### config.mk
export PLATFORM = sky130hd
export DESIGN_NAME = cpu_register_file_flags
export DESIGN_NICKNAME = d
export VERILOG_FILES = /design/src/cpu_register_file_flags.v
export VERILOG_INCLUDE_DIRS = /design/src /design/src/src
export SDC_FILE = /design/constraint.sdc
export NUM_CORES = 1
export LEC_CHECK = 0
export BUFFER_PORTS_ARGS = -buffer_cell sky130_fd_sc_hd__buf_2
export CAP_MARGIN = 20
export CORE_MARGIN = 1
export CORE_UTILIZATION = 45
export DETAILED_ROUTE_END_ITERATION = 8
export GPL_TIMING_DRIVEN = 0
export PLACE_DENSITY_LB_ADDON = 0.12
export SLEW_MARGIN = 20
export SYNTH_ARGS = -nofsm -noshare
export SYNTH_HDL_FRONTEND = slang
export SYNTH_SLANG_ARGS = --single-unit
### constraint.sdc
create_clock -name clk_sys -period 25.6 [get_ports clk_sys]
set_input_delay 2.56 -clock clk_sys [delete_from_list [all_inputs] [get_ports clk_sys]]
set_output_delay 2.56 -clock clk_sys [all_outputs]
set_load 0.005 [all_outputs]
### src/regfile_consts.vh
// constants for the core register file and flag logic
// What this block does
// RULE_01 - main set: accumulator, flags, three pairs usable as 16-bit or two bytes
// RULE_02 - full alternate set, not addressable, swappable with the main set; shadow acc and flags still read at ADDR_SHADOW
// RULE_03 - special registers: vector base, refresh, two index, stack top, fetch pointer
// RULE_04 - vector base supplies high byte of vectored interrupt table address
// RULE_05 - vector base cleared to zero on reset
// RULE_06 - low seven refresh bits increment once per opcode fetch cycle
// RULE_07 - refresh counter cleared to zero on reset
// RULE_08 - indexed address is index register plus or minus displacement
// RULE_09 - stack top holds stack address, cleared to zero on reset
// RULE_10 - fetch pointer advances after each fetch, cleared on reset
// RULE_11 - sign flag bit 7 takes result msb
// RULE_12 - zero flag bit 6 set on zero result, else cleared
// RULE_13 - half carry bit 4 records carry or borrow out of low nibble for byte ops, out of bit 11 for word ops
// RULE_14 - after logic ops, bit 2 is one for even parity
// RULE_15 - after arithmetic, bit 2 is one on signed overflow, byte or word
// RULE_16 - negative flag bit 1 set for subtract types, cleared for add types
// RULE_17 - carry bit 0 from msb carry or borrow, also from shifts and rotates
// RULE_18 - defined flags clear on reset; bits 5 and 3 store what is written
// RULE_19 - exchange completes in one cycle, swapping both sets intact; a same-cycle bus store wins, and a store to no register holds acc
`ifndef REGFILE_CONSTS_VH
`define REGFILE_CONSTS_VH
// ------------------------------------------------------------
// flag bit positions
// ------------------------------------------------------------
`define FLAG_SIGN    7
`define FLAG_ZERO    6
`define FLAG_HALF    4
`define FLAG_PV      2
`define FLAG_NEG     1
`define FLAG_CARRY   0
// ------------------------------------------------------------
// register bus map (byte addresses)
// ------------------------------------------------------------
`define ADDR_ACC      8'h00
`define ADDR_FLAGS    8'h04
`define ADDR_PAIR1    8'h08
`define ADDR_PAIR2    8'h0C
`define ADDR_PAIR3    8'h10
`define ADDR_INDEX1   8'h14
`define ADDR_INDEX2   8'h18
`define ADDR_STACK    8'h1C
`define ADDR_FETCH    8'h20
`define ADDR_VECBASE  8'h24
`define ADDR_REFRESH  8'h28
`define ADDR_CONTROL  8'h2C
`define ADDR_SHADOW   8'h30
// ------------------------------------------------------------
// reset values
// ------------------------------------------------------------
`define RST_BYTE      8'h00
`define RST_WORD      16'h0000
// ------------------------------------------------------------
// flag update op kinds
// ------------------------------------------------------------
`define FOP_NONE      3'h0
`define FOP_ADD8      3'h1
`define FOP_SUB8      3'h2
`define FOP_LOGIC     3'h3
`define FOP_SHIFT     3'h4
`define FOP_ADD16     3'h5
`define FOP_SUB16     3'h6
`endif

### src/cpu_register_file_flags.v
// core register file with alternate set, special registers and flag logic
//
// The implementer's own choices: the AHB-Lite register port and the register offsets.
`timescale 1ns/1ns
`default_nettype none
`include "regfile_consts.vh"
module cpu_register_file_flags (
  input  wire        clk_sys,
  input  wire        reset,
  input  wire        clk_en,
  // ahb-lite slave
  input  wire        hsel,
  input  wire [31:0] haddr,
  input  wire [1:0]  htrans,
  input  wire        hwrite,
  input  wire [2:0]  hsize,
  input  wire [31:0] hwdata,
  input  wire        hready,
  output wire        hreadyout,
  output wire        hresp,
  output reg  [31:0] hrdata,
  // core datapath side
  input  wire        opcode_fetch_cycle,
  input  wire        exchange_sets,
  input  wire [2:0]  flag_op,
  input  wire [15:0] op_a,
  input  wire [15:0] op_b,
  input  wire        shift_carry,
  input  wire        index_sel,
  input  wire [7:0]  displacement,
  input  wire        disp_subtract,
  output reg  [15:0] index_address,
  output reg  [15:0] vector_address,
  input  wire [7:0]  vector_low,
  output reg  [15:0] result
);
  // ------------------------------------------------------------
  // state
  // ------------------------------------------------------------
  reg  [7:0]  acc;
  reg  [7:0]  status_flags;
  reg  [15:0] pair_first;
  reg  [15:0] pair_second;
  reg  [15:0] pair_third;
  reg  [7:0]  shadow_acc;
  reg  [7:0]  shadow_flags;
  reg  [15:0] shadow_first;
  reg  [15:0] shadow_second;
  reg  [15:0] shadow_third;
  reg  [7:0]  vector_base;
  reg  [7:0]  refresh;
  reg  [15:0] index_first;
  reg  [15:0] index_second;
  reg  [15:0] stack_top;
  reg  [15:0] fetch_pointer;
  reg         dp_write;
  reg  [7:0]  dp_addr;
  reg         dp_byte;
  reg  [7:0]  next_flags;
  reg  [16:0] sum;
  reg  [15:0] res;
  reg  [15:0] base;
  reg  [31:0] rd_mux;
  reg  [31:0] rd_new;
  wire        bus_go;
  wire        dp_pair;
  wire        dp_store;
  wire [1:0]  dp_lane;
  wire [7:0]  a_lo;
  wire [7:0]  b_lo;
  // ------------------------------------------------------------
  // helpers
  // ------------------------------------------------------------
  function even_parity;
    input [7:0] v;
    begin
      even_parity = ~^v;
    end
  endfunction
  // a byte store changes only its own half of a pair; a wider store must start on the pair
  function [15:0] merge16;
    input [15:0] old;
    input [31:0] d;
    input        byte_wr;
    input [1:0]  lane;
    begin
      if (byte_wr && lane == 2'h0) begin                             // see RULE_01
        merge16 = {old[15:8], d[7:0]};
      end else if (byte_wr && lane == 2'h1) begin
        merge16 = {d[15:8], old[7:0]};
      end else if (!byte_wr && lane == 2'h0) begin
        merge16 = d[15:0];
      end else begin
        merge16 = old;
      end
    end
  endfunction
  function [7:0] word_of;
    input [7:0] a;
    begin
      word_of = {a[7:2], 2'b00};
    end
  endfunction
  // carry into a bit is the xor of both operand bits and the result bit;
  // the same holds for the borrow, so add and subtract share it
  function half_carry;
    input a_bit;
    input b_bit;
    input s_bit;
    begin
      half_carry = a_bit ^ b_bit ^ s_bit;
    end
  endfunction
  assign a_lo      = op_a[7:0];
  assign b_lo      = op_b[7:0];
  assign hreadyout = 1'b1;
  assign hresp     = 1'b0;
  assign bus_go    = hsel & hready & htrans[1];
  assign dp_lane   = dp_addr[1:0];
  assign dp_pair   = (word_of(dp_addr) == `ADDR_PAIR1) | (word_of(dp_addr) == `ADDR_PAIR2) |
                     (word_of(dp_addr) == `ADDR_PAIR3);
  // 8-bit and whole 16-bit registers only take stores that start on their own word
  assign dp_store  = dp_write & (dp_pair | (dp_lane == 2'h0));
  // ------------------------------------------------------------
  // flag computation
  // ------------------------------------------------------------
  always @* begin
    next_flags = status_flags;
    sum = 17'h00000;
    res = 16'h0000;
    case (flag_op)
      `FOP_ADD8, `FOP_SUB8: begin
        if (flag_op == `FOP_SUB8) begin
          sum = {9'h000, a_lo} - {9'h000, b_lo};
        end else begin
          sum = {9'h000, a_lo} + {9'h000, b_lo};
        end
        res = {8'h00, sum[7:0]};
        next_flags[`FLAG_SIGN]  = sum[7];                        // see RULE_11
        next_flags[`FLAG_ZERO]  = (sum[7:0] == 8'h00);           // see RULE_12
        next_flags[`FLAG_HALF]  = half_carry(a_lo[4], b_lo[4], sum[4]); // see RULE_13
        next_flags[`FLAG_PV]    = (flag_op == `FOP_SUB8) ?       // see RULE_15
          ((a_lo[7] ^ b_lo[7]) & (a_lo[7] ^ sum[7])) :
          (~(a_lo[7] ^ b_lo[7]) & (a_lo[7] ^ sum[7]));
        next_flags[`FLAG_NEG]   = (flag_op == `FOP_SUB8);        // see RULE_16
        next_flags[`FLAG_CARRY] = sum[8];                        // see RULE_17
      end
      `FOP_ADD16, `FOP_SUB16: begin
        if (flag_op == `FOP_SUB16) begin
          sum = {1'b0, op_a} - {1'b0, op_b};
        end else begin
          sum = {1'b0, op_a} + {1'b0, op_b};
        end
        res = sum[15:0];
        next_flags[`FLAG_SIGN]  = sum[15];                       // see RULE_11
        next_flags[`FLAG_ZERO]  = (sum[15:0] == 16'h0000);       // see RULE_12
        // word operations take the carry out of bit 11, which needs the full low sum
        next_flags[`FLAG_HALF]  = half_carry(op_a[12], op_b[12], sum[12]); // see RULE_13
        next_flags[`FLAG_PV]    = (flag_op == `FOP_SUB16) ?      // see RULE_15
          ((op_a[15] ^ op_b[15]) & (op_a[15] ^ sum[15])) :
          (~(op_a[15] ^ op_b[15]) & (op_a[15] ^ sum[15]));
        next_flags[`FLAG_NEG]   = (flag_op == `FOP_SUB16);       // see RULE_16
        next_flags[`FLAG_CARRY] = sum[16];                       // see RULE_17
      end
      `FOP_LOGIC: begin
        // operand b already holds the logic result from the datapath
        res = {8'h00, b_lo};
        next_flags[`FLAG_SIGN]  = b_lo[7];                       // see RULE_11
        next_flags[`FLAG_ZERO]  = (b_lo == 8'h00);               // see RULE_12
        next_flags[`FLAG_PV]    = even_parity(b_lo);             // see RULE_14
        next_flags[`FLAG_NEG]   = 1'b0;
        next_flags[`FLAG_CARRY] = 1'b0;
      end
      `FOP_SHIFT: begin
        next_flags[`FLAG_CARRY] = shift_carry;                   // see RULE_17
        next_flags[`FLAG_HALF]  = 1'b0;
        next_flags[`FLAG_NEG]   = 1'b0;
      end
      default: begin
        next_flags = status_flags;
      end
    endcase
  end
  // ------------------------------------------------------------
  // address and result outputs
  // ------------------------------------------------------------
  always @* begin
    base = index_sel ? index_second : index_first;
  end
  always @(posedge clk_sys or posedge reset) begin
    if (reset) begin
      index_address  <= `RST_WORD;
      vector_address <= `RST_WORD;
      result         <= `RST_WORD;
    end else if (clk_en) begin
      index_address  <= disp_subtract ? base - {8'h00, displacement}   // see RULE_08
                                      : base + {8'h00, displacement};
      vector_address <= {vector_base, vector_low};                     // see RULE_04
      result         <= res;
    end
  end
  // ------------------------------------------------------------
  // register state and bus writes
  // ------------------------------------------------------------
  always @(posedge clk_sys or posedge reset) begin
    if (reset) begin
      dp_write      <= 1'b0;
      dp_addr       <= 8'h00;
      dp_byte       <= 1'b0;
      acc           <= `RST_BYTE;
      status_flags  <= `RST_BYTE;                                     // see RULE_18
      pair_first    <= `RST_WORD;
      pair_second   <= `RST_WORD;
      pair_third    <= `RST_WORD;
      shadow_acc    <= `RST_BYTE;
      shadow_flags  <= `RST_BYTE;
      shadow_first  <= `RST_WORD;
      shadow_second <= `RST_WORD;
      shadow_third  <= `RST_WORD;
      vector_base   <= `RST_BYTE;                                     // see RULE_05
      refresh       <= `RST_BYTE;                                     // see RULE_07
      index_first   <= `RST_WORD;
      index_second  <= `RST_WORD;
      stack_top     <= `RST_WORD;                                     // see RULE_09
      fetch_pointer <= `RST_WORD;                                     // see RULE_10
    end else if (clk_en) begin
      dp_write <= bus_go & hwrite;
      dp_addr  <= haddr[7:0];
      dp_byte  <= (hsize == 3'h0);
      if (opcode_fetch_cycle) begin
        refresh[6:0]  <= refresh[6:0] + 7'h01;                        // see RULE_06
        fetch_pointer <= fetch_pointer + 16'h0001;                    // see RULE_10
      end
      status_flags <= next_flags;
      if (exchange_sets) begin
        // one-cycle swap of every main and alternate register
        acc           <= shadow_acc;                                  // see RULE_19
        shadow_acc    <= acc;                                         // see RULE_02
        status_flags  <= shadow_flags;
        shadow_flags  <= status_flags;
        pair_first    <= shadow_first;
        shadow_first  <= pair_first;
        pair_second   <= shadow_second;
        shadow_second <= pair_second;
        pair_third    <= shadow_third;
        shadow_third  <= pair_third;
      end
      // bus write wins over datapath updates in the same cycle
      if (dp_store) begin
        case (word_of(dp_addr))
          `ADDR_ACC:     acc           <= hwdata[7:0];
          `ADDR_FLAGS:   status_flags  <= hwdata[7:0];                // see RULE_18
          `ADDR_PAIR1:   pair_first    <= merge16(pair_first, hwdata, dp_byte, dp_lane);
          `ADDR_PAIR2:   pair_second   <= merge16(pair_second, hwdata, dp_byte, dp_lane);
          `ADDR_PAIR3:   pair_third    <= merge16(pair_third, hwdata, dp_byte, dp_lane);
          `ADDR_INDEX1:  index_first   <= hwdata[15:0];               // see RULE_03
          `ADDR_INDEX2:  index_second  <= hwdata[15:0];
          `ADDR_STACK:   stack_top     <= hwdata[15:0];
          `ADDR_FETCH:   fetch_pointer <= hwdata[15:0];
          `ADDR_VECBASE: vector_base   <= hwdata[7:0];
          `ADDR_REFRESH: refresh       <= hwdata[7:0];
          default:       acc           <= acc;
        endcase
      end
    end
  end
  // ------------------------------------------------------------
  // read data, registered in the address phase
  // ------------------------------------------------------------
  always @* begin
    rd_mux = 32'h00000000;
    case (word_of(haddr[7:0]))
      `ADDR_ACC:     rd_mux = {24'h000000, acc};
      `ADDR_FLAGS:   rd_mux = {24'h000000, status_flags};
      `ADDR_PAIR1:   rd_mux = {16'h0000, pair_first};
      `ADDR_PAIR2:   rd_mux = {16'h0000, pair_second};
      `ADDR_PAIR3:   rd_mux = {16'h0000, pair_third};
      `ADDR_INDEX1:  rd_mux = {16'h0000, index_first};
      `ADDR_INDEX2:  rd_mux = {16'h0000, index_second};
      `ADDR_STACK:   rd_mux = {16'h0000, stack_top};
      `ADDR_FETCH:   rd_mux = {16'h0000, fetch_pointer};
      `ADDR_VECBASE: rd_mux = {24'h000000, vector_base};
      `ADDR_REFRESH: rd_mux = {24'h000000, refresh};
      `ADDR_SHADOW:  rd_mux = {16'h0000, shadow_acc, shadow_flags};
      default:       rd_mux = 32'h00000000;
    endcase
  end
  // a read taken at the edge that stores the previous write must see the new
  // value, so a back-to-back write then read of one register stays coherent
  always @* begin
    rd_new = rd_mux;
    if (dp_store && word_of(dp_addr) == word_of(haddr[7:0])) begin
      case (word_of(dp_addr))
        `ADDR_ACC, `ADDR_FLAGS, `ADDR_VECBASE, `ADDR_REFRESH: begin
          rd_new = {24'h000000, hwdata[7:0]};
        end
        `ADDR_PAIR1:   rd_new = {16'h0000, merge16(pair_first, hwdata, dp_byte, dp_lane)};
        `ADDR_PAIR2:   rd_new = {16'h0000, merge16(pair_second, hwdata, dp_byte, dp_lane)};
        `ADDR_PAIR3:   rd_new = {16'h0000, merge16(pair_third, hwdata, dp_byte, dp_lane)};
        `ADDR_INDEX1, `ADDR_INDEX2, `ADDR_STACK, `ADDR_FETCH: begin
          rd_new = {16'h0000, hwdata[15:0]};
        end
        default:       rd_new = rd_mux;
      endcase
    end
  end
  always @(posedge clk_sys or posedge reset) begin
    if (reset) begin
      hrdata <= 32'h00000000;
    end else if (clk_en && bus_go && !hwrite) begin
      hrdata <= rd_new;
    end
  end
endmodule // cpu_register_file_flags
`default_nettype wire

* After elaboration in Yosys (flattened, before gate mapping)
Cells that the tools add are included.
Word-level totals: word-level logic and storage cells 157, input bits 131, bits in registers 298, output and inout bits 82
Operators by class: equality and inequality tests 30, bitwise gates (word level) 21, mux-type cells 46, reduce and logical (&&, ||, !) cells 28, add/sub/neg operators 8
Operators by type and width (count):
- $mux 16 | 23
- $pmux 16 s12 | 1
- $pmux 16 s5 | 1
- $eq 6x3->1 const B | 8
- $pmux 16 s3 | 1
- $eq 6x4->1 const B | 7
- $mux 8 | 5
- $mux 17 | 2
- $mux 32 | 1
- $eq 6x2->1 const B | 4
- $mux 7 | 3
- $mux 9 | 2
- $add 16x16->17 | 1
- $sub 16x16->17 | 1
- $add 16x1->16 const B | 1
- $add 16x8->16 | 1
- $logic_not 16->1 | 1
- $logic_not 8->1 | 2
- $pmux 8 s2 | 1
- $sub 16x8->16 | 1
- $reduce_and 3->1 | 5
- $eq 6x1->1 const B | 2
- $logic_not 6->1 | 2
- $reduce_or 10->1 | 1
- other kinds (25) | 56

* Longest topological paths before layout
Gate-level depths: netlist of run 1.
word-level depth 10, gate-level depth with buffers 15, depth with buffers taken out 14

* Worst setup path before layout of run 1
Ideal clock, no wire load.
kind input to register, start in flag_op[2], end reg status_flags[7], arrival 5.596 ns, stages on the path 13, slack 19.874 ns, path buffers 2, data required time 25.470 ns, cells stage by stage clkbuf_1 > buf_1 > nand2_1 > mux2i_1 > ha_1 > nor2b_1 > o31a_1 > o311ai_1 > a41oi_1 > a31oi_1 > o311ai_2 > a211oi_1 > o21ai_0
On the way: cells in the longest elaborated chain, start to end 7
Ends and longest elaborated chain:
- from (decl) | line cpu_register_file_flags.v:25 | input wire [2:0] flag_op,
- $eq 3x3->1 / $eq 3x2->1 (equally long branches)
- $mux 17 / $mux 9 (equally long branches) | line cpu_register_file_flags.v:149, cpu_register_file_flags.v:133
- $mux 17 / $mux 9 (equally long branches) | line cpu_register_file_flags.v:131 | case (flag_op)
- $pmux 2 s3 * | line cpu_register_file_flags.v:131
- $mux 8 * | line cpu_register_file_flags.v:235 | if (exchange_sets) begin
- $mux 8 | line cpu_register_file_flags.v:250 | case (word_of(dp_addr))
- $mux 8 * | line cpu_register_file_flags.v:249 | if (dp_store) begin
- to (signal assigned) | line cpu_register_file_flags.v:234 | status_flags <= next_flags;
- to (signal assigned) | line cpu_register_file_flags.v:239 | status_flags <= shadow_flags;
- to (signal assigned) | line cpu_register_file_flags.v:252 | `ADDR_FLAGS: status_flags <= hwdata[7:0];
- to (decl) | line cpu_register_file_flags.v:41 | reg [7:0] status_flags;
Mark *: on every way between the ends. The rest lies on a longest branch, timed or not. The select of a mux whose other input is x is not followed. A chain may end at the register's enable or synchronous reset.

* Worst setup path after layout of run 1
start in flag_op[2], end reg status_flags[6]
On the way: cells in the longest elaborated chain, start to end 8
Ends and longest elaborated chain (line):
- $eq 3x3->1 / $eq 3x2->1 (equally long branches)
- $mux 17 / $mux 9 (equally long branches) | cpu_register_file_flags.v:149, cpu_register_file_flags.v:133
- $mux 17 / $mux 9 (equally long branches) | cpu_register_file_flags.v:131
- $logic_not 16->1 / $logic_not 8->1 (equally long branches) | cpu_register_file_flags.v:156, cpu_register_file_flags.v:140
- $pmux 2 s3 * | cpu_register_file_flags.v:131
- $mux 8 * | cpu_register_file_flags.v:235
- $mux 8 | cpu_register_file_flags.v:250
- $mux 8 * | cpu_register_file_flags.v:249
Marked as above.

==> metrics.txt, run 1 <==
# TYPE chip_impl_metric gauge
chip_impl_info{name="run_status",value="complete, no violations"} 1
chip_impl_metric{name="drt_pre_antenna_iters",unit=""} 6
chip_impl_metric{name="routed_wire_length_per_instance",unit="microns"} 24.3
chip_impl_metric{name="synth_cells",unit=""} 1810
chip_impl_metric{name="globalplace.congestion",unit=""} 0.968
chip_impl_info{name="critical_path_class",value="in2reg"} 1
chip_impl_metric{name="critical-path-max-stage-delay",unit="ns"} 0.55
chip_impl_metric{name="cts_htree_levels",unit=""} 2
chip_impl_metric{name="vias",unit=""} 15671
chip_impl_metric{name="post-place-ws",unit="ns"} 18.85
chip_impl_metric{name="final.setup.tns",unit="ns"} 0
chip_impl_metric{name="tritoncts.num_buffers",unit=""} 34
chip_impl_metric{name="ys.warnings.count",unit=""} 0
chip_impl_metric{name="tightestPinTransition",unit="ns"} 1.15
chip_impl_metric{name="yosysUniqueCellTypes",unit=""} 84
chip_impl_info{name="series_of_cell_instances_along_the_critical_path",value="buf_2 > clkbuf_1 > buf_1 > nand2_1 > mux2i_1 > fa_1 > xnor2_1 > o2111ai_1 > or4b_1 > nor4_1 > and3_1 > nand4_1 > o41ai_2"} 1
chip_impl_metric{name="filler_cell_count",unit=""} 3505
chip_impl_metric{name="antenna_found_initial",unit=""} 1
chip_impl_metric{name="synth-async-reset-ratio",unit="%"} 100
chip_impl_metric{name="power_leakage",unit="nW"} 8.70
chip_impl_metric{name="largest_vdd_supply_drop",unit="V"} 0.0000427
chip_impl_info{name="cts.root.buffer_cell",value="sky130_fd_sc_hd__clkbuf_16"} 1
chip_impl_metric{name="ys_ff_latch",unit=""} 282
chip_impl_metric{name="placeableCoreArea",unit="sq um"} 37800
chip_impl_metric{name="final.period_utilization",unit="%"} 24.7
chip_impl_metric{name="place.detailed.hpwl",unit="microns"} 46200
chip_impl_info{name="path_delay_family",value="simple AND/OR/NAND/NOR gates"} 1
chip_impl_metric{name="syn_area_per_cell",unit="sq um"} 9.57
chip_impl_metric{name="first_global_vias",unit=""} 14894
chip_impl_metric{name="worstPathBufferInverterCount",unit=""} 3
chip_impl_metric{name="cts_sinks",unit=""} 282
chip_impl_metric{name="footprint_of_the_flip_flops_and_latches",unit="sq um"} 7060
chip_impl_metric{name="detail_route.drc_violations",unit=""} 0
chip_impl_metric{name="max_clock_freq",unit="MHz"} 158
chip_impl_metric{name="die-area",unit="sq um"} 39300
chip_impl_metric{name="slew-limit-headroom",unit="%"} 23.2
chip_impl_metric{name="final_layout_size_suffix_gt1_share",unit="%"} 23.3
chip_impl_info{name="min-delay-path-class",value="reg2reg"} 1
chip_impl_metric{name="clk_pin_slew",unit="ns"} 0.06
chip_impl_metric{name="ys_seq_area_share",unit="%"} 40.7
chip_impl_metric{name="worstPathMaxFanout",unit=""} 10
chip_impl_metric{name="cts.repair_timing.setup_buffer_count",unit=""} 0
chip_impl_info{name="postSynth.topFlopCell",value="sky130_fd_sc_hd__dfrtp_1"} 1
chip_impl_metric{name="finalSetupViolCount",unit=""} 0
chip_impl_metric{name="total_global_routing_overflow",unit=""} 0
chip_impl_metric{name="timing.critical_path.required",unit="ns"} 26.01
chip_impl_metric{name="clock-skew-final",unit="ns"} 0.0239
chip_impl_metric{name="grt_start_max_net_pins",unit=""} 103
chip_impl_metric{name="die-height",unit="microns"} 198
chip_impl_metric{name="post-route-util",unit="%"} 52.9
chip_impl_info{name="setup.worst_path.end_class",value="flop"} 1
chip_impl_metric{name="multi_input_area",unit="sq um"} 9570
chip_impl_info{name="cp_slowest_cell",value="sky130_fd_sc_hd__or4b_1"} 1
chip_impl_metric{name="worstPathArrival",unit="ns"} 6.73
chip_impl_metric{name="initialDrtViolationCount",unit=""} 1502
chip_impl_metric{name="syn2layout_area_growth",unit="%"} 15.1
chip_impl_metric{name="power-per-cell-area",unit="nW/um^2"} 72.9
chip_impl_metric{name="ctsHoldBuffers",unit=""} 0
chip_impl_metric{name="finalHoldViolCount",unit=""} 0
chip_impl_metric{name="power",unit="mW"} 1.45
chip_impl_metric{name="detail_route.wirelength",unit="microns"} 61800
chip_impl_metric{name="max_cap_violations",unit=""} 0
chip_impl_metric{name="die_span_x",unit="microns"} 198
chip_impl_metric{name="period_needed",unit="ns"} 6.33
chip_impl_metric{name="start_util",unit="%"} 45.9
chip_impl_metric{name="post_drt_via_cell_ratio",unit=""} 6.15
chip_impl_metric{name="clock_insertion_delay_worst_skew",unit="ns"} 0.53
chip_impl_metric{name="final_nets",unit=""} 2193
chip_impl_metric{name="clock_path_buffers",unit=""} 3
chip_impl_metric{name="post_cts_resize_count",unit=""} 0
chip_impl_metric{name="report.final.slew_viol_count",unit=""} 0
chip_impl_metric{name="synth_enable_flop_cells",unit=""} 0
chip_impl_info{name="grt_setup_unrepaired",value="false"} 1
chip_impl_metric{name="fin_ws",unit="ns"} 19.27
chip_impl_info{name="tritoncts",value="done"} 1
chip_impl_metric{name="port-buffer-count",unit=""} 147
chip_impl_metric{name="synth_area",unit="sq um"} 17300
chip_impl_metric{name="ios",unit=""} 213
chip_impl_metric{name="wire_length_of_the_first_global_routing_pass",unit="microns"} 92400
chip_impl_info{name="critical_path.startpoint_type",value="primary input"} 1
chip_impl_metric{name="placementRows",unit=""} 71
chip_impl_metric{name="track_usage",unit="%"} 31.4
chip_impl_metric{name="detail-route-antenna-nets",unit=""} 0
[final timing paths]
path / startpoint / to / slack [ns] / cells past startpoint
worst max-delay path: flag_op[2] / status_flags[6] / 19.27 / 13
min in group asynchronous: reset / shadow_first[9] / 2.06 / 2
worst min register to register: hrdata[5] / hrdata[5] / 0.47 / 2
worst max register to register: dp_addr[4] / hrdata[7] / 22.37 / 8
worst min-delay path: hrdata[5] / hrdata[5] / 0.47 / 2
max in group asynchronous: reset / vector_address[15] / 22.50 / 4
[Yosys cell counts (13+ instances only)]
library cell | count | area, sq um
sky130_fd_sc_hd__xnor2_1 | 53 | 464
sky130_fd_sc_hd__a221oi_1 | 16 | 140
sky130_fd_sc_hd__nand4_1 | 18 | 113
sky130_fd_sc_hd__o22ai_1 | 53 | 332
sky130_fd_sc_hd__clkbuf_1 | 70 | 263
sky130_fd_sc_hd__a211oi_1 | 16 | 120
sky130_fd_sc_hd__mux2_2 | 207 | 2330
sky130_fd_sc_hd__dfrtp_1 | 282 | 7060
sky130_fd_sc_hd__buf_4 | 23 | 173
sky130_fd_sc_hd__nor2_1 | 162 | 608
sky130_fd_sc_hd__a22o_1 | 18 | 158
sky130_fd_sc_hd__mux2i_1 | 25 | 250
sky130_fd_sc_hd__a21oi_1 | 153 | 766
sky130_fd_sc_hd__nor2b_1 | 14 | 87.6
sky130_fd_sc_hd__a31oi_1 | 13 | 81.3
sky130_fd_sc_hd__buf_1 | 16 | 60.1
sky130_fd_sc_hd__nor3_1 | 32 | 160
sky130_fd_sc_hd__inv_1 | 45 | 169
sky130_fd_sc_hd__a21o_1 | 13 | 97.6
sky130_fd_sc_hd__ha_1 | 46 | 576
sky130_fd_sc_hd__nand3_1 | 46 | 230
sky130_fd_sc_hd__o21ai_1 | 13 | 65.1
sky130_fd_sc_hd__nand2_1 | 143 | 537
sky130_fd_sc_hd__buf_2 | 15 | 75.1
sky130_fd_sc_hd__a22oi_1 | 50 | 375
sky130_fd_sc_hd__o21ai_0 | 76 | 380
sky130_fd_sc_hd__xor2_1 | 16 | 140
sky130_fd_sc_hd__and3_1 | 15 | 93.8
[kinds of logic (layout without fill, tap and decap cells)]
logic type | count (synthesis) | count (layout) | share of synthesized area (%)
other | 2 | 19 | 0.0433
flip-flops | 282 | 282 | 40.7
buffers and inverters | 172 | 382 | 4.38
AO/OA/AOI/OAI | 508 | 508 | 18.9
XOR/XNOR | 70 | 70 | 3.58
AND/OR/NAND/NOR | 490 | 490 | 13.4
adder cells (fa/ha/maj) | 49 | 49 | 3.67
multiplexers | 237 | 237 | 15.3
[placed cells by master, fill, tap and decap left out, drive strengths merged, types with 8 or more instances in the layout]
master  instances
o31ai           9
conb           18
o21ai          89
nand4          19
a31oi          13
a22o           18
mux2i          25
o21a            8
a22oi          50
clkbuf        122
mux2          211
a31o            8
nor2          162
nand2         143
a21o           13
and3           15
a222oi         10
dfrtp         282
a211oi         16
nand2b          8
a21oi         153
ha             46
nand3          46
buf           205
inv            46
xnor2          54
and2           10
xor2           16
a221oi         16
nor3           34
nor2b          14
o22ai          53
[state kept, by name (all words and copies together) (netlist names), 16 cells and up]
| register | count |
|---|---|
| fetch_pointer | 16 |
| hrdata | 16 |
| index_address | 16 |
| index_first | 16 |
| index_second | 16 |
| pair_first | 16 |
| pair_second | 16 |
| pair_third | 16 |
| result | 16 |
| shadow_first | 16 |
| shadow_second | 16 |
| shadow_third | 16 |
| stack_top | 16 |
| vector_address | 16 |
[stage by stage]
step / area, sq um / hold WS (ns) / instances
after floorplan: 17400 / 0.450 / 1826
after global placement: 18800 / 0.457 / 2484
after detailed placement: 18900 / 0.463 / 2487
after CTS: 19900 / 0.478 / 2546
after global routing: 20000 / 0.500 / 2548
final: 20000 / 0.470 / 2548
[metal layers]
metal / routed length, microns / up-vias / track usage, %
met3: 5100 / 135 / 6.75
met1: 26500 / 7783 / 43.1
li1: - / 7047 / -
met5: 0 / - / 0
met4: 2270 / 0 / 11.5
met2: 27900 / 706 / 48.6
[tightest hold or removal path, delay by kind of cell (launching register included)]
family	cells	cell delay, ns
AO/OA/AOI/OAI	1	0.06
flip-flops	1	0.33
AND/OR/NAND/NOR	1	0.04
[report_power, final]
group | total [mW] | internal (mW) | switching, mW
sequential | 0.646 | 0.534 | 0.112
clock | 0.484 | 0.288 | 0.195
combinational | 0.324 | 0.152 | 0.172
total | 1.45 | 0.975 | 0.479
[cell type report]
| cell class | count | share of cell area [%] |
|---|---|---|
| repair buffers | 151 | 4.13 |
| well taps | 511 | 3.20 |
| clock inverters | 9 | 0.495 |
| inverters | 46 | 0.903 |
| plain buffers | 126 | 2.94 |
| clock buffers | 50 | 4.97 |
| flip-flops and latches | 282 | 35.4 |
| multi-input cells | 1372 | 48.0 |
| diodes | 1 | 0.0125 |
Power figures use the tool's default switching activity.
==> run 2, diff against run 1 <==
Clock period 25.6 ns to 6.2 ns, I/O delays scaled along.
==> run 2 against run 1 <==
First-iteration DRC count is 2.9% higher. Cell area is 0.58% higher. Global-route usage is 0.057 points lower. Worst hold slack worse by 0.17 ns. Register-to-register slack worse by 19 ns. Highest routed layer unchanged. Non-clock buffer count is 7 higher. Combinational power grew to 4.2 times the previous value. Sequential power grew to 4.1 times the previous value. Critical path depth is 1 higher. Total power grew to 4.1 times the previous value. Utilization is 0.30 points higher.
==> metrics.txt, run 2 (synthesized netlist as in run 1, its figures left out) <==
# TYPE chip_impl_metric gauge
chip_impl_metric{name="tightestPinTransition",unit="ns"} 1.09
chip_impl_metric{name="vias",unit=""} 15697
chip_impl_metric{name="finalHoldViolCount",unit=""} 0
chip_impl_metric{name="wire_length_of_the_first_global_routing_pass",unit="microns"} 92300
chip_impl_metric{name="grt_start_max_net_pins",unit=""} 35
chip_impl_info{name="mostFrequentLayoutCell",value="sky130_fd_sc_hd__dfrtp_1"} 1
chip_impl_metric{name="worst_hold_slack",unit="ns"} 0.302
chip_impl_metric{name="clock_path_buffers",unit=""} 3
chip_impl_metric{name="syn2layout_area_growth",unit="%"} 15.8
chip_impl_metric{name="worstPathArrival",unit="ns"} 4.80
chip_impl_info{name="layout.cells.most_common_list",value="sky130_fd_sc_hd__dfrtp_1, sky130_fd_sc_hd__mux2_2, sky130_fd_sc_hd__nor2_1, sky130_fd_sc_hd__buf_2, sky130_fd_sc_hd__a21oi_1"} 1
chip_impl_info{name="setup.worst_path.end_class",value="flop"} 1
chip_impl_metric{name="drt_pre_antenna_iters",unit=""} 8
chip_impl_metric{name="final_nets",unit=""} 2200
chip_impl_info{name="worst_setup_path_endpoint",value="status_flags[7]"} 1
chip_impl_metric{name="cts_htree_levels",unit=""} 2
chip_impl_metric{name="period_needed",unit="ns"} 4.38
chip_impl_metric{name="start_util",unit="%"} 45.9
chip_impl_metric{name="placeableCoreArea",unit="sq um"} 37800
chip_impl_metric{name="route.layer.met1.wl",unit="microns"} 25800
chip_impl_metric{name="detail-route-antenna-nets",unit=""} 0
chip_impl_metric{name="worst_reg2reg_path_length_in_cells",unit=""} 8
chip_impl_info{name="launch_instance_of_the_worst_min_delay_path",value="vector_low[5]"} 1
chip_impl_metric{name="die-height",unit="microns"} 198
chip_impl_metric{name="finalSetupViolCount",unit=""} 0
chip_impl_metric{name="filler_cell_count",unit=""} 3460
chip_impl_metric{name="largest_vdd_supply_drop",unit="V"} 0.000160
chip_impl_metric{name="power_leakage",unit="nW"} 8.74
chip_impl_metric{name="timing.critical_path.required",unit="ns"} 6.62
chip_impl_metric{name="power-per-cell-area",unit="nW/um^2"} 298
chip_impl_metric{name="tritoncts.num_buffers",unit=""} 34
chip_impl_metric{name="final.period_utilization",unit="%"} 70.7
chip_impl_metric{name="ios",unit=""} 213
chip_impl_info{name="cts.root.buffer_cell",value="sky130_fd_sc_hd__clkbuf_16"} 1
chip_impl_metric{name="final.setup.tns",unit="ns"} 0
chip_impl_metric{name="antenna_found_initial",unit=""} 2
chip_impl_metric{name="placementRows",unit=""} 71
chip_impl_metric{name="detail_route.wirelength",unit="microns"} 61200
chip_impl_metric{name="r2r_slack",unit="ns"} 2.92
chip_impl_metric{name="detailroute.wirelength.met3",unit="microns"} 5590
chip_impl_metric{name="multi_input_area",unit="sq um"} 9570
chip_impl_metric{name="max_cap_violations",unit=""} 0
chip_impl_info{name="critical_path_class",value="in2reg"} 1
chip_impl_metric{name="max_clock_freq",unit="MHz"} 228
chip_impl_metric{name="initialDrtViolationCount",unit=""} 1545
chip_impl_metric{name="clock_insertion_delay_worst_skew",unit="ns"} 0.56
chip_impl_info{name="min-delay-path-class",value="in2reg"} 1
chip_impl_info{name="run_status",value="complete, no violations"} 1
chip_impl_metric{name="clock-skew-final",unit="ns"} 0.0261
chip_impl_metric{name="cts_sinks",unit=""} 282
chip_impl_metric{name="routed_wire_length_per_instance",unit="microns"} 23.9
chip_impl_metric{name="clk_pin_slew",unit="ns"} 0.06
chip_impl_metric{name="post_drt_via_cell_ratio",unit=""} 6.14
chip_impl_metric{name="die_span_x",unit="microns"} 198
chip_impl_metric{name="post_cts_resize_count",unit=""} 0
chip_impl_info{name="tritoncts",value="done"} 1
chip_impl_metric{name="die-area",unit="sq um"} 39300
chip_impl_metric{name="met2_length",unit="microns"} 28000
chip_impl_metric{name="final_layout_size_suffix_gt1_share",unit="%"} 23.3
chip_impl_info{name="grt_setup_unrepaired",value="false"} 1
chip_impl_info{name="critical_path.startpoint_type",value="primary input"} 1
chip_impl_metric{name="port-buffer-count",unit=""} 147
chip_impl_info{name="worstSetupStartpoint",value="flag_op[2]"} 1
chip_impl_metric{name="globalplace.congestion",unit=""} 0.988
chip_impl_metric{name="detail_route.drc_violations",unit=""} 0
chip_impl_info{name="r2r-start",value="dp_addr[4]"} 1
chip_impl_metric{name="slew-limit-headroom",unit="%"} 27.4
chip_impl_metric{name="footprint_of_the_flip_flops_and_latches",unit="sq um"} 7060
chip_impl_info{name="capturing_point_of_the_worst_reg2reg_path",value="hrdata[7]"} 1
chip_impl_metric{name="place.detailed.hpwl",unit="microns"} 46100
chip_impl_metric{name="report.final.slew_viol_count",unit=""} 0
chip_impl_info{name="highest-signal-layer",value="met4"} 1
chip_impl_metric{name="first_global_vias",unit=""} 15051
chip_impl_metric{name="worstPathMaxFanout",unit=""} 10
chip_impl_metric{name="cts.repair_timing.setup_buffer_count",unit=""} 0
chip_impl_metric{name="track_usage",unit="%"} 31.4
chip_impl_metric{name="total_global_routing_overflow",unit=""} 0
==> run 2: repair_timing <==
action,CTS,global route
endpoints found under the hold margin,3,0
hold buffers,1,0
setup endpoints to repair,0,0
==> run 2: critical path, stage by stage <==
cell,delay [ns]
sky130_fd_sc_hd__buf_2,0.14
sky130_fd_sc_hd__clkbuf_1,0.31
sky130_fd_sc_hd__buf_1,0.47
sky130_fd_sc_hd__nand2_1,0.40
sky130_fd_sc_hd__mux2i_1,0.33
sky130_fd_sc_hd__ha_1,0.27
sky130_fd_sc_hd__nor2b_1,0.16
sky130_fd_sc_hd__o31a_1,0.30
sky130_fd_sc_hd__o311ai_1,0.43
sky130_fd_sc_hd__a41oi_1,0.30
sky130_fd_sc_hd__a31oi_1,0.41
sky130_fd_sc_hd__o311ai_2,0.24
sky130_fd_sc_hd__a211oi_1,0.29
sky130_fd_sc_hd__o21ai_0,0.13
==> run 2: layout make-up <==
cell class,instances,share of cell area [%]
Sequential cell,282,35.2
Buffer,126,2.92
Antenna cell,3,0.0374
Multi-Input combinational cell,1372,47.7
Inverter,46,0.879
Tap cell,511,3.19
Timing Repair Buffer,158,4.75
Clock buffer,54,5.01
Clock inverter,5,0.343
==> run 2: routing by layer <==
layer / vias up / global-route usage [%]
li1: 7061 / -
met1: 7739 / 42.3
met2: 751 / 49.8
met3: 146 / 7.43
met4: 0 / 9.36
met5: - / 0
==> run 2: how the worst min path moves through the flow <==
stage / to / slack [ns] / cells after the start
after global routing: dp_addr[0] / 0.28 / 2
after CTS: vector_address[4] / 0.28 / 2
final: vector_address[5] / 0.30 / 2
after floorplan: shadow_second[10] / 0.45 / 2
after global placement: hrdata[8] / 0.46 / 1
after detailed placement: hrdata[15] / 0.47 / 2
==> run 2: power breakdown <==
group,total [mW],switching (mW),internal [mW]
clock,1.97,0.818,1.16
sequential,2.66,0.457,2.21
combinational,1.35,0.709,0.637
==> run 2: per-stage QoR <==
step / std cells / util (%) / instance area (sq um) / setup slack [ns] / total power [mW]
after floorplan: 1826 / - / 17400 / 1.84 / 3.43
after global placement: 2484 / 49.7 / 18800 / -0.00730 / 3.93
after detailed placement: 2494 / 50.3 / 19000 / 1.36 / 3.99
after CTS: 2554 / 53.1 / 20100 / 1.93 / 5.97
after global routing: 2555 / 53.1 / 20100 / 1.52 / 6.23
final: 2557 / 53.2 / 20100 / 1.82 / 5.98
